==> config.mk <==
export PLATFORM = sky130hd
export DESIGN_NAME = preset_clk_sel
export DESIGN_NICKNAME = d
export VERILOG_FILES = /design/src/hdl/preset_clk_pkg.sv /design/src/hdl/preset_mem_if.sv /design/src/hdl/preset_store.sv /design/src/hdl/preset_clk_sel.sv
export SDC_FILE = /design/constraint.sdc
export NUM_CORES = 2
export LEC_CHECK = 0
export BUFFER_PORTS_ARGS = -buffer_cell sky130_fd_sc_hd__buf_2
export CAP_MARGIN = 10
export CELL_PAD_IN_SITES_DETAIL_PLACEMENT = 1
export CELL_PAD_IN_SITES_GLOBAL_PLACEMENT = 2
export CORE_MARGIN = 4
export CORE_UTILIZATION = 30
export CTS_CLUSTER_DIAMETER = 80
export DETAILED_ROUTE_END_ITERATION = 16
export PLACE_DENSITY = 0.59
export SYNTH_ARGS = -nofsm -noshare
export SYNTH_HDL_FRONTEND = slang
export SYNTH_HIERARCHICAL = 1
export SYNTH_SLANG_ARGS = --single-unit
export TNS_END_PERCENT = 50
==> constraint.sdc <==
create_clock -name mclk -period 15.2 [get_ports mclk]
set_input_delay 4.56 -clock mclk [delete_from_list [all_inputs] [get_ports mclk]]
set_output_delay 4.56 -clock mclk [all_outputs]
set_load 0.005 [all_outputs]
==> src/hdl/preset_clk_pkg.sv <==
// Constants for the preset selector and baseband clock source logic.
package preset_clk_pkg;

  // Register byte offsets on the Avalon-MM slave.
  localparam logic [7:0] REG_CTRL      = 8'h00;
  localparam logic [7:0] REG_FREQ      = 8'h04;
  localparam logic [7:0] REG_CFG       = 8'h08;
  localparam logic [7:0] REG_RATE      = 8'h0C;
  localparam logic [7:0] REG_NAME      = 8'h10;
  localparam logic [7:0] REG_CMD       = 8'h14;
  localparam logic [7:0] REG_LIST      = 8'h18;
  localparam logic [7:0] REG_LIST_FREQ = 8'h1C;
  localparam logic [7:0] REG_LIST_CFG  = 8'h20;
  localparam logic [7:0] REG_LIST_NAME = 8'h24;
  localparam logic [7:0] REG_STATUS    = 8'h28;
  localparam logic [7:0] REG_PINMAP    = 8'h2C;
  localparam logic [7:0] REG_PRESETS   = 8'h30;

  // Control register fields.
  localparam int CTRL_CLK_SRC  = 0;
  localparam int CTRL_CLK_FREE = 1;
  localparam int CTRL_RATE_AUTO = 2;
  localparam int CTRL_AUTO_CARR = 3;
  localparam int CTRL_DATA_SRC = 4;
  localparam logic [4:0] CTRL_RESET = 5'h00;

  // Command register fields.
  localparam int CMD_SAVE   = 8;
  localparam int CMD_FORMAT = 9;

  // Setup word layout.
  localparam int FREQ_W = 24;
  localparam int CFG_W  = 7;
  localparam int NAME_W = 32;
  localparam int WORD_W = FREQ_W + CFG_W + NAME_W + 1;
  localparam int CFG_RAND = 4;
  localparam int CFG_INV  = 5;
  localparam int CFG_DIFF = 6;
  localparam logic [FREQ_W-1:0] FREQ_RESET = 24'h000000;
  localparam logic [CFG_W-1:0]  CFG_RESET  = 7'h00;
  localparam logic [FREQ_W-1:0] RATE_RESET = 24'h000000;

  // Preset selection pins and their mapping onto select bits.
  localparam int PIN_COUNT = 6;
  localparam int SEL_W     = 4;
  localparam int SLOTS     = 16;
  localparam logic [2:0] PIN_MAP [SEL_W] = '{3'h0, 3'h1, 3'h2, 3'h3};

  // RF output condition codes.
  localparam logic [1:0] RF_OFF     = 2'h0;
  localparam logic [1:0] RF_CARRIER = 2'h1;
  localparam logic [1:0] RF_MOD     = 2'h2;

  // Data activity window.
  localparam int CLK_MHZ        = 40;
  localparam int DATA_HOLD_NS   = 100000;
  localparam int DATA_HOLD_CYC  = (DATA_HOLD_NS * CLK_MHZ) / 1000;
  localparam int DATA_CNT_W     = 12;

  typedef enum logic [3:0] {
    BOOT_SAMPLE = 4'b0001,
    BOOT_FETCH  = 4'b0010,
    BOOT_APPLY  = 4'b0100,
    BOOT_RUN    = 4'b1000
  } boot_t;

  typedef enum logic [2:0] {
    BUS_IDLE = 3'b001,
    BUS_WAIT = 3'b010,
    BUS_ACK  = 3'b100
  } bus_t;

endpackage

==> src/hdl/preset_mem_if.sv <==
// Carrier between the controller and the preset store.
`timescale 1ns/100ps
interface preset_mem_if;
  import preset_clk_pkg::*;
  logic                     wrEn;
  logic [SEL_W-1:0]         wrAddr;
  logic [WORD_W-1:0]        wrData;
  logic                     format;
  logic [SEL_W-1:0]         rdAddr;
  logic [WORD_W-1:0]        rdData;
  logic [SLOTS-1:0]         validMap;

  modport ctrl  (output wrEn, wrAddr, wrData, format, rdAddr, input rdData, validMap);
  modport store (input wrEn, wrAddr, wrData, format, rdAddr, output rdData, validMap);
endinterface

==> src/hdl/preset_store.sv <==
// Preset slot storage with registered read data.
`timescale 1ns/100ps
module preset_store
  import preset_clk_pkg::*;
(
  input  wire logic        mclk,
  preset_mem_if.store      mem
);

  // Slots model retained storage, so they and the valid map ignore reset.
  logic [WORD_W-1:0] slot [SLOTS];
  logic [WORD_W-1:0] rdData_q;
  logic [SLOTS-1:0]  validMap_q;

  always_ff @(posedge mclk)
  begin
    if (mem.wrEn)
    begin
      slot[mem.wrAddr] <= mem.wrData;
    end
  end

  always_ff @(posedge mclk)
  begin
    rdData_q <= slot[mem.rdAddr];
  end

  always_ff @(posedge mclk)
  begin
    if (mem.format)
    begin
      validMap_q <= 16'h0000;
    end
    else if (mem.wrEn)
    begin
      validMap_q[mem.wrAddr] <= 1'b1;
    end
  end

  assign mem.rdData   = rdData_q;
  assign mem.validMap = validMap_q;

endmodule

==> src/hdl/preset_clk_sel.sv <==
// Preset pin latch, preset storage control and baseband clock source select.
//
// How it works
// - A floating (high) select pin reads as 0 and a grounded (low) pin as 1.
// - Four of the six candidate pins form the select code, and the map is readable.
// - A select code of zero runs the normal configuration from the setup registers.
// - A nonzero select code applies the stored preset with that number, 1 to 15.
// - A preset holds frequency, modulation, randomizer, inversion and differential coding.
// - The pins are sampled once after each reset and never again until the next reset.
// - A save into slot 1 to 15 with its name is accepted only under select code zero.
// - The save stores frequency, all configuration bits and the name, and the presets register reports slots 1 to 15.
// - The list index selects one slot whose name and settings are read back.
// - Internal clock source modulates from internal clock and data, ignoring all else.
// - External clock, clock-free off and auto rate derive the rate from present data.
// - In that mode without data the RF is off, or plain carrier with auto carrier set.
// - External clock, clock-free off and manual rate always modulate at the set rate.
`timescale 1ns/100ps
module preset_clk_sel
  import preset_clk_pkg::*;
(
  input  wire logic                  mclk,
  input  wire logic                  srst,
  input  wire logic [7:0]            avAddress,
  input  wire logic                  avRead,
  input  wire logic                  avWrite,
  input  wire logic [31:0]           avWritedata,
  input  wire logic [3:0]            avByteenable,
  output logic [31:0]                avReaddata,
  output logic                       avWaitrequest,
  input  wire logic [PIN_COUNT-1:0]  presetPin,
  input  wire logic                  extData,
  output logic [FREQ_W-1:0]          carrierFreq,
  output logic [3:0]                 modType,
  output logic                       randomizerEn,
  output logic                       dataInvert,
  output logic                       diffEncode,
  output logic [FREQ_W-1:0]          bitRate,
  output logic [1:0]                 rfMode,
  output logic                       useInternalClk,
  output logic                       useInternalData,
  output logic                       autoRateFromData,
  output logic                       presetActive
);

  function automatic logic [SEL_W-1:0] pinsToCode(input logic [PIN_COUNT-1:0] pins);
    logic [SEL_W-1:0] code;
    code = 4'h0;
    for (int i = 0; i < SEL_W; i++)
    begin
      code[i] = ~pins[PIN_MAP[i]];
    end
    return code;
  endfunction

  function automatic logic [31:0] mergeBytes(input logic [31:0] old, input logic [31:0] nw,
                                             input logic [3:0] be);
    logic [31:0] res;
    res = old;
    for (int i = 0; i < 4; i++)
    begin
      if (be[i])
      begin
        res[8*i +: 8] = nw[8*i +: 8];
      end
    end
    return res;
  endfunction

  preset_mem_if mem ();

  preset_store u_store
  (
    .mclk (mclk),
    .mem  (mem.store)
  );

  boot_t                 bootState_q;
  bus_t                  busState_q;
  logic [SEL_W-1:0]      selCode_q;
  logic [4:0]            ctrl_q;
  logic [FREQ_W-1:0]     setupFreq_q;
  logic [CFG_W-1:0]      setupCfg_q;
  logic [FREQ_W-1:0]     rate_q;
  logic [NAME_W-1:0]     name_q;
  logic [SEL_W-1:0]      listIdx_q;
  logic                  saveRefused_q;
  logic                  dataPrev_q;
  logic [DATA_CNT_W-1:0] dataCnt_q;
  logic                  dataPresent_q;
  logic                  wrEn_d;
  logic                  formatEn_d;
  logic                  busWrite;
  logic [31:0]           wrWord;
  logic [31:0]           readWord;
  logic [31:0]           oldWord;
  logic [CFG_W-1:0]      listCfg;
  logic [SLOTS-1:0]      validMap;

  assign busWrite = avWrite && (busState_q == BUS_ACK);
  assign validMap = mem.validMap;
  assign listCfg  = mem.rdData[FREQ_W +: CFG_W];

  ////////////////////////////////////////////////////////////////////////////////
  // Power-up sequence.

  always_ff @(posedge mclk)
  begin
    if (srst)
    begin
      bootState_q <= BOOT_SAMPLE;
    end
    else
    begin
      unique case (bootState_q)
        BOOT_SAMPLE: bootState_q <= BOOT_FETCH;
        BOOT_FETCH:  bootState_q <= BOOT_APPLY;
        BOOT_APPLY:  bootState_q <= BOOT_RUN;
        BOOT_RUN:    bootState_q <= BOOT_RUN;
        default:     bootState_q <= BOOT_SAMPLE;
      endcase
    end
  end

  always_ff @(posedge mclk)
  begin
    if (srst)
    begin
      selCode_q <= 4'h0;
    end
    else if (bootState_q == BOOT_SAMPLE)
    begin
      selCode_q <= pinsToCode(presetPin);
    end
  end

  assign mem.rdAddr = (bootState_q == BOOT_FETCH) ? selCode_q : listIdx_q;

  always_ff @(posedge mclk)
  begin
    if (srst)
    begin
      carrierFreq  <= FREQ_RESET;
      modType      <= 4'h0;
      randomizerEn <= 1'b0;
      dataInvert   <= 1'b0;
      diffEncode   <= 1'b0;
      presetActive <= 1'b0;
    end
    else if (bootState_q == BOOT_APPLY && selCode_q != 4'h0 && mem.rdData[WORD_W-1])
    begin
      carrierFreq  <= mem.rdData[FREQ_W-1:0];
      modType      <= listCfg[3:0];
      randomizerEn <= listCfg[CFG_RAND];
      dataInvert   <= listCfg[CFG_INV];
      diffEncode   <= listCfg[CFG_DIFF];
      presetActive <= 1'b1;
    end
    else if (!presetActive && bootState_q == BOOT_RUN)
    begin
      // An empty slot leaves the unit on the setup registers rather than dead.
      carrierFreq  <= setupFreq_q;
      modType      <= setupCfg_q[3:0];
      randomizerEn <= setupCfg_q[CFG_RAND];
      dataInvert   <= setupCfg_q[CFG_INV];
      diffEncode   <= setupCfg_q[CFG_DIFF];
    end
  end

  ////////////////////////////////////////////////////////////////////////////////
  // Avalon-MM slave.

  // Every access takes three edges, which gives the store time to follow a new list index.
  always_ff @(posedge mclk)
  begin
    if (srst)
    begin
      busState_q    <= BUS_IDLE;
      avWaitrequest <= 1'b1;
      avReaddata    <= 32'h00000000;
    end
    else
    begin
      unique case (busState_q)
        BUS_IDLE:
        begin
          if ((avRead || avWrite) && bootState_q == BOOT_RUN)
          begin
            busState_q <= BUS_WAIT;
          end
        end
        BUS_WAIT:
        begin
          busState_q    <= BUS_ACK;
          avWaitrequest <= 1'b0;
          avReaddata    <= readWord;
        end
        BUS_ACK:
        begin
          busState_q    <= BUS_IDLE;
          avWaitrequest <= 1'b1;
        end
        default:
        begin
          busState_q    <= BUS_IDLE;
          avWaitrequest <= 1'b1;
        end
      endcase
    end
  end

  always_comb
  begin
    readWord = 32'h00000000;
    unique case (avAddress)
      REG_CTRL:      readWord = {27'h0000000, ctrl_q};
      REG_FREQ:      readWord = {8'h00, setupFreq_q};
      REG_CFG:       readWord = {25'h0000000, setupCfg_q};
      REG_RATE:      readWord = {8'h00, rate_q};
      REG_NAME:      readWord = name_q;
      REG_LIST:      readWord = {28'h0000000, listIdx_q};
      REG_LIST_FREQ: readWord = {8'h00, mem.rdData[FREQ_W-1:0]};
      REG_LIST_CFG:  readWord = {mem.rdData[WORD_W-1], 24'h000000, listCfg};
      REG_LIST_NAME: readWord = mem.rdData[FREQ_W+CFG_W +: NAME_W];
      REG_STATUS:    readWord = {22'h000000, saveRefused_q, presetActive, rfMode,
                                 dataPresent_q, presetActive, selCode_q};
      REG_PINMAP:    readWord = {20'h00000, PIN_MAP[3], PIN_MAP[2], PIN_MAP[1], PIN_MAP[0]};
      REG_PRESETS:   readWord = {16'h0000, validMap[SLOTS-1:1], 1'b0};
      default:       readWord = 32'h00000000;
    endcase
  end

  always_comb
  begin
    oldWord = 32'h00000000;
    unique case (avAddress)
      REG_CTRL: oldWord = {27'h0000000, ctrl_q};
      REG_FREQ: oldWord = {8'h00, setupFreq_q};
      REG_CFG:  oldWord = {25'h0000000, setupCfg_q};
      REG_RATE: oldWord = {8'h00, rate_q};
      REG_NAME: oldWord = name_q;
      REG_LIST: oldWord = {28'h0000000, listIdx_q};
      default:  oldWord = 32'h00000000;
    endcase
    wrWord = mergeBytes(oldWord, avWritedata, avByteenable);
  end

  always_ff @(posedge mclk)
  begin
    if (srst)
    begin
      ctrl_q      <= CTRL_RESET;
      setupFreq_q <= FREQ_RESET;
      setupCfg_q  <= CFG_RESET;
      rate_q      <= RATE_RESET;
      name_q      <= 32'h00000000;
      listIdx_q   <= 4'h0;
    end
    else if (busWrite)
    begin
      unique case (avAddress)
        REG_CTRL: ctrl_q      <= wrWord[4:0];
        REG_FREQ: setupFreq_q <= wrWord[FREQ_W-1:0];
        REG_CFG:  setupCfg_q  <= wrWord[CFG_W-1:0];
        REG_RATE: rate_q      <= wrWord[FREQ_W-1:0];
        REG_NAME: name_q      <= wrWord;
        REG_LIST: listIdx_q   <= wrWord[SEL_W-1:0];
        default:  listIdx_q   <= listIdx_q;
      endcase
    end
  end

  ////////////////////////////////////////////////////////////////////////////////
  // Preset save and erase commands.

  always_comb
  begin
    wrEn_d     = 1'b0;
    formatEn_d = 1'b0;
    if (busWrite && avAddress == REG_CMD && avByteenable[1])
    begin
      formatEn_d = avWritedata[CMD_FORMAT];
      wrEn_d     = avWritedata[CMD_SAVE] && selCode_q == 4'h0 && avWritedata[3:0] != 4'h0;
    end
  end

  assign mem.wrEn   = wrEn_d;
  assign mem.format = formatEn_d;
  assign mem.wrAddr = avWritedata[SEL_W-1:0];
  assign mem.wrData = {1'b1, name_q, setupCfg_q, setupFreq_q};

  // A refusal stays visible until the next command write with the save bit set.
  always_ff @(posedge mclk)
  begin
    if (srst)
    begin
      saveRefused_q <= 1'b0;
    end
    else if (busWrite && avAddress == REG_CMD && avWritedata[CMD_SAVE])
    begin
      saveRefused_q <= !wrEn_d;
    end
  end

  ////////////////////////////////////////////////////////////////////////////////
  // External data activity and RF condition.

  always_ff @(posedge mclk)
  begin
    if (srst)
    begin
      dataPrev_q    <= 1'b0;
      dataCnt_q     <= 12'h000;
      dataPresent_q <= 1'b0;
    end
    else
    begin
      dataPrev_q <= extData;
      if (extData != dataPrev_q)
      begin
        dataCnt_q     <= DATA_CNT_W'(DATA_HOLD_CYC);
        dataPresent_q <= 1'b1;
      end
      else if (dataCnt_q != 12'h000)
      begin
        dataCnt_q     <= dataCnt_q - 12'h001;
        dataPresent_q <= (dataCnt_q != 12'h001);
      end
    end
  end

  always_ff @(posedge mclk)
  begin
    if (srst)
    begin
      rfMode           <= RF_OFF;
      useInternalClk   <= 1'b0;
      useInternalData  <= 1'b0;
      autoRateFromData <= 1'b0;
      bitRate          <= RATE_RESET;
    end
    else
    begin
      bitRate          <= rate_q;
      useInternalClk   <= ctrl_q[CTRL_CLK_SRC];
      useInternalData  <= ctrl_q[CTRL_CLK_SRC] | ctrl_q[CTRL_DATA_SRC];
      autoRateFromData <= !ctrl_q[CTRL_CLK_SRC] && !ctrl_q[CTRL_CLK_FREE]
                          && ctrl_q[CTRL_RATE_AUTO] && dataPresent_q;
      if (ctrl_q[CTRL_CLK_SRC])
      begin
        rfMode <= RF_MOD;
      end
      else if (!ctrl_q[CTRL_CLK_FREE] && !ctrl_q[CTRL_RATE_AUTO])
      begin
        rfMode <= RF_MOD;
      end
      else if (dataPresent_q)
      begin
        rfMode <= RF_MOD;
      end
      else
      begin
        rfMode <= ctrl_q[CTRL_AUTO_CARR] ? RF_CARRIER : RF_OFF;
      end
    end
  end
endmodule

Word-level counts from Yosys, hierarchy flattened
Memory sizes are Yosys's and may differ from the RTL's. A register that Yosys moved wholly into a read port is not among the register bits.
Cells that the tools add are included.
{ "word_totals": {"ff_bits": 296, "mem_bits_rw": 1008, "inputBits": 55, "out_inout_bits": 94, "wordCells": 137, "n_memories": 1} }
{ "memory_table": {"columns": ["memory", "depth", "width", "read_ports", "rd_ports_with_merged_regs", "wr", "line", "source"], "rows": [
  ["u_store.slot", 16, 63, 1, 1, 1, "preset_store.sv:11", "logic [WORD_W-1:0] slot [SLOTS];"]
]} }
{ "op_classes": {"n_addsub": 1, "n_lt_le_gt_ge": 2, "n_eq_ne": 23, "n_mux": 35, "bitwise_logic": 6, "reduce_logical": 38} }
{ "ops": {"columns": ["cell", "n"], "rows": [
  ["32-bit case mux with 12 select lines", 1],
  ["32-bit case mux with 5 select lines", 1],
  ["24-bit two-way mux", 2],
  ["8-bit by 6-bit == test with 1-bit output (second input constant)", 5],
  ["8-bit by 5-bit == test with 1-bit output (second input constant)", 4],
  ["8-bit two-way mux", 4],
  ["12-bit two-way mux", 2],
  ["8-bit by 4-bit == test with 1-bit output (second input constant)", 2],
  ["16-bit OR", 1],
  ["1-bit logical AND", 15],
  ["1-bit two-way mux", 14],
  ["4-bit two-way mux", 3],
  ["12-bit by 1-bit inequality test with 1-bit output (second input constant)", 1],
  ["4-bit case mux with 3 select lines", 1],
  ["2-bit AND reduction", 6],
  ["12-bit nonzero test", 1],
  ["12-bit by 1-bit subtractor with 12-bit output (second input constant)", 1],
  ["8-bit by 3-bit == test with 1-bit output (second input constant)", 1],
  ["8-bit zero test", 1],
  ["4-bit nonzero test", 2],
  ["2-bit two-way mux", 3],
  ["3-bit case mux with 2 select lines", 1],
  ["1-bit zero test", 5],
  ["4-bit by 5-bit < comparator with 1-bit output (second input constant)", 1],
  ["other kinds (21)", 27]
]} }

Longest topological paths before layout
{ "logic_depth": {"ltp_word": 7, "ltp_mapped": 9, "ltp_nobuf": 7} }

Modules after synthesis
Netlist, hierarchy kept.
{ "by_module_without_submodules": {"columns": ["module", "n_inst", "cells_each", "area_each_um2", "seq_area_each_um2"], "rows": [
  ["preset_store", 1, 1706, 40083.4, 32351.0],
  ["preset_clk_sel", 1, 1040, 9504.1, 4324.1]
]} }

Least setup slack after synthesis
Ideal clock, no wire load.
{ "synth_timing": {"path_kind": "input port to flip-flop", "from": "input avAddress[7]", "to": "memory u_store/slot[0][0] (netlist bit), enable pin", "setup_ns": 0.565, "arrival_ns": 11.329, "t_required_ns": 14.635, "slack_ns": 3.307, "path_stages": 7, "path_buffers": 1, "path_cell_list": "clkbuf_1 -> or4b_2 -> nor2_1 -> nand2_1 -> nor4_1 -> or3b_2 -> nor3_1"} }
{ "synth_via": {"elab_chain_cells": 6} }
{ "synth_rtl": {"columns": ["item", "line", "source"], "rows": [
  ["start: declaration", "preset_clk_sel.sv:23", "input wire logic [7:0] avAddress,"],
  ["8-bit by 5-bit == test with 1-bit output", "preset_clk_sel.sv:279", "if (busWrite && avAddress == REG_CMD && avByteenable[1])"],
  ["1-bit logical AND (2 in a row)", "preset_clk_sel.sv:279", null],
  ["1-bit two-way mux", "preset_clk_sel.sv:279", null],
  ["via mem.wrEn", "preset_mem_if.sv:5", "logic wrEn;"],
  ["1-bit two-way mux", "preset_store.sv:17", "if (mem.wrEn)"],
  ["1-bit two-way mux (implied by the code)", "preset_store.sv:19", "slot[mem.wrAddr] <= mem.wrData;"],
  ["end: declaration", "preset_store.sv:11", null]
]} }
The timed path passes the listed nets, and every way through them passes these cells.

Worst setup path after layout
{ "layout_timing": {"from": "input avAddress[2]", "to": "memory u_store/slot[7][22] (netlist bit), enable pin"} }
Same word-level chain as after synthesis.

==> flow_summary.ini <==
[worst_setup_path]
path_cells = buf_2, nor4b_1, buf_4, nand2_1, nor4_1, nand3_1, nor2_4, buf_4
path_max_fanout = 45
ff2ff_setup_slack_ps = 9770
cp_slowest_stage_delay_ps = 950
worst-path-buf-inv = 3
critPathLaunchType = input pin
cp.required_ps = 15580
cp_top_family = simple AND/OR/NAND/NOR gates
worst_path_max_delay_cell = buf_4
crit_arrival_ps = 9760
end_kind = flip-flop
path_class = in -> reg
path_depth = 8
crit_top_cell = buf_4
rr_worst_depth = 7

[floorplan]
die_area_um2 = 172000
die_y_um = 414
die_w_um = 414
rows = 148
core_area_um2 = 164000
ios = 149
start_util_pct = 30.3

[placement]
place_area_um2 = 53000
hpwl_mm = 88.2
dpl.cell_count = 4976
placement.io_buffers = 146
place_congestion = 0.838
place_ws_ps = 4990

[synth]
syn_area_um2 = 49600
ys_warn_count = 6
synthCells = 2743
syn_area_per_cell_um2 = 18.1

[clock_tree]
ctsResizeCount = 0
numCtsBuffers = 142
cts_sinks = 1319
clkLatencyLatePin_ps = 770
cts_hold_buf = 0
htree_levels = 4
clk_pin_slew_ps = 60
cts_setup_buffers = 0
clock-root-buffer = clkbuf_16
cts_tree = yes
cts.path.max_buffers = 3

[detailed_routing]
via_per_inst = 5.17
vias = 27100
wl_per_cell_um = 28.9
drc = 0
drt-pass1-iter-count = 5
wirelength_mm = 152
ant_nets = 0
drt-initial-drc-count = 2409

[min_path]
hold_class = reg -> reg
min_path_cells = 2

[cells_and_area]
drive_gt1_share_pct = 24.0
utilization_pct = 35.2
fill_cells = 16200
nNetsFinal = 3002
syn_to_final_growth_pct = 16.2
stdcell_count = 5244
stdcell_area_um2 = 57600

[timing]
rsz0062_at_grt = false
clock-skew-final_ps = 19.2
slew_viol_final = 0
worst_pin_slew_ps = 1150
setup_viol = 0
fin_crit_ps = 9380
hold_viol = 0
final.setup.tns_ps = 0
min_period_over_period_pct = 61.7
max_clock_freq_mhz = 107
whs_ps = 472
layout_setup_ws_ps = 5820
slew_headroom_pct = 22.8

[grt]
antenna_found_initial = 6
grt_start_max_net_pins = 69
grt_pass1_wl_mm = 217
grt_usage_pct = 17.4
grt_overflow = 0
grt_pass1_vias = 29200

[pwr]
p_leak_nw = 21.0
power_mw = 7.40
vdd_drop_max_uv = 78.1
powerDensity_nw_per_um2 = 129

[run]
cap_violations = 0

[outcome]
outcome = finished clean
registers in the layout (all words and copies together), names as in the netlist, 7 cells and up:
register              flops
u_store/mem.rdData       64
u_store/slot           1024
bitRate                  24
setupFreq_q              24
setupCfg_q                7
avReaddata               32
u_store/mem.validMap     15
carrierFreq              24
rate_q                   24
dataCnt_q                12
name_q                   32
where the power goes:
part | internal [mW] | leakage (nW) | switching (mW)
logic | 0.0522 | 4.46 | 0.109
registers | 3.84 | 14.3 | 0.0130
clock network | 1.96 | 2.24 | 1.43
total | 5.85 | 21.0 | 1.55
routing by layer:
| metal | global-route usage [%] | part of all wire, % | routed length (um) | up-vias |
|---|---|---|---|---|
| li1 | - | - | - | 11500 |
| met1 | 22.0 | 41 | 62800 | 14700 |
| met2 | 30.3 | 51 | 77700 | 706 |
| met3 | 2.54 | 4.0 | 6070 | 212 |
| met4 | 6.44 | 3.4 | 5220 | 0 |
| met5 | 0 | 0 | 0 | - |
cell usage in the layout (no fill, tap or decap), types with 23 or more instances in the layout:
master and count:
a211oi_1 52, a21oi_1 51, a221oi_1 23, a22oi_1 136, a311oi_1 26, buf_2 145, buf_4 66, clkbuf_1 27
clkbuf_16 144, clkinv_1 32, dfxtp_1 295, edfxtp_1 1024, mux2i_1 77, mux4_2 256, nand2_1 155, nand3_1 25
nor2_1 128, nor2b_1 35, nor3_1 24, o21ai_0 33, o22ai_1 30, o2bb2ai_1 34
worst paths after layout:
kind,startpoint,end
setup reg to reg,busState_q[2],u_store/slot[7][22]
hold / removal,avReaddata[0],avReaddata[0]
setup / recovery,avAddress[2],u_store/slot[7][22]
hold reg to reg,avReaddata[0],avReaddata[0]
cell type report:
cell class	count	area, um2	area share, %
diodes	3	7.51	0.0130
clock buffers	182	3860	6.70
clock inverters	83	717	1.24
inverters	8	30.0	0.0521
multi-input cells	1262	12400	21.5
flip-flops and latches	1319	36700	63.6
well taps	2175	2720	4.73
repair buffers	212	1230	2.14
worst reg2reg max path, delay by kind of cell, from the launching register on:
family / cells / cell delay (ps)
buf+inv: 1 / 970
flops: 1 / 380
simple gates: 6 / 3580
(Power assumes the default switching activity.)
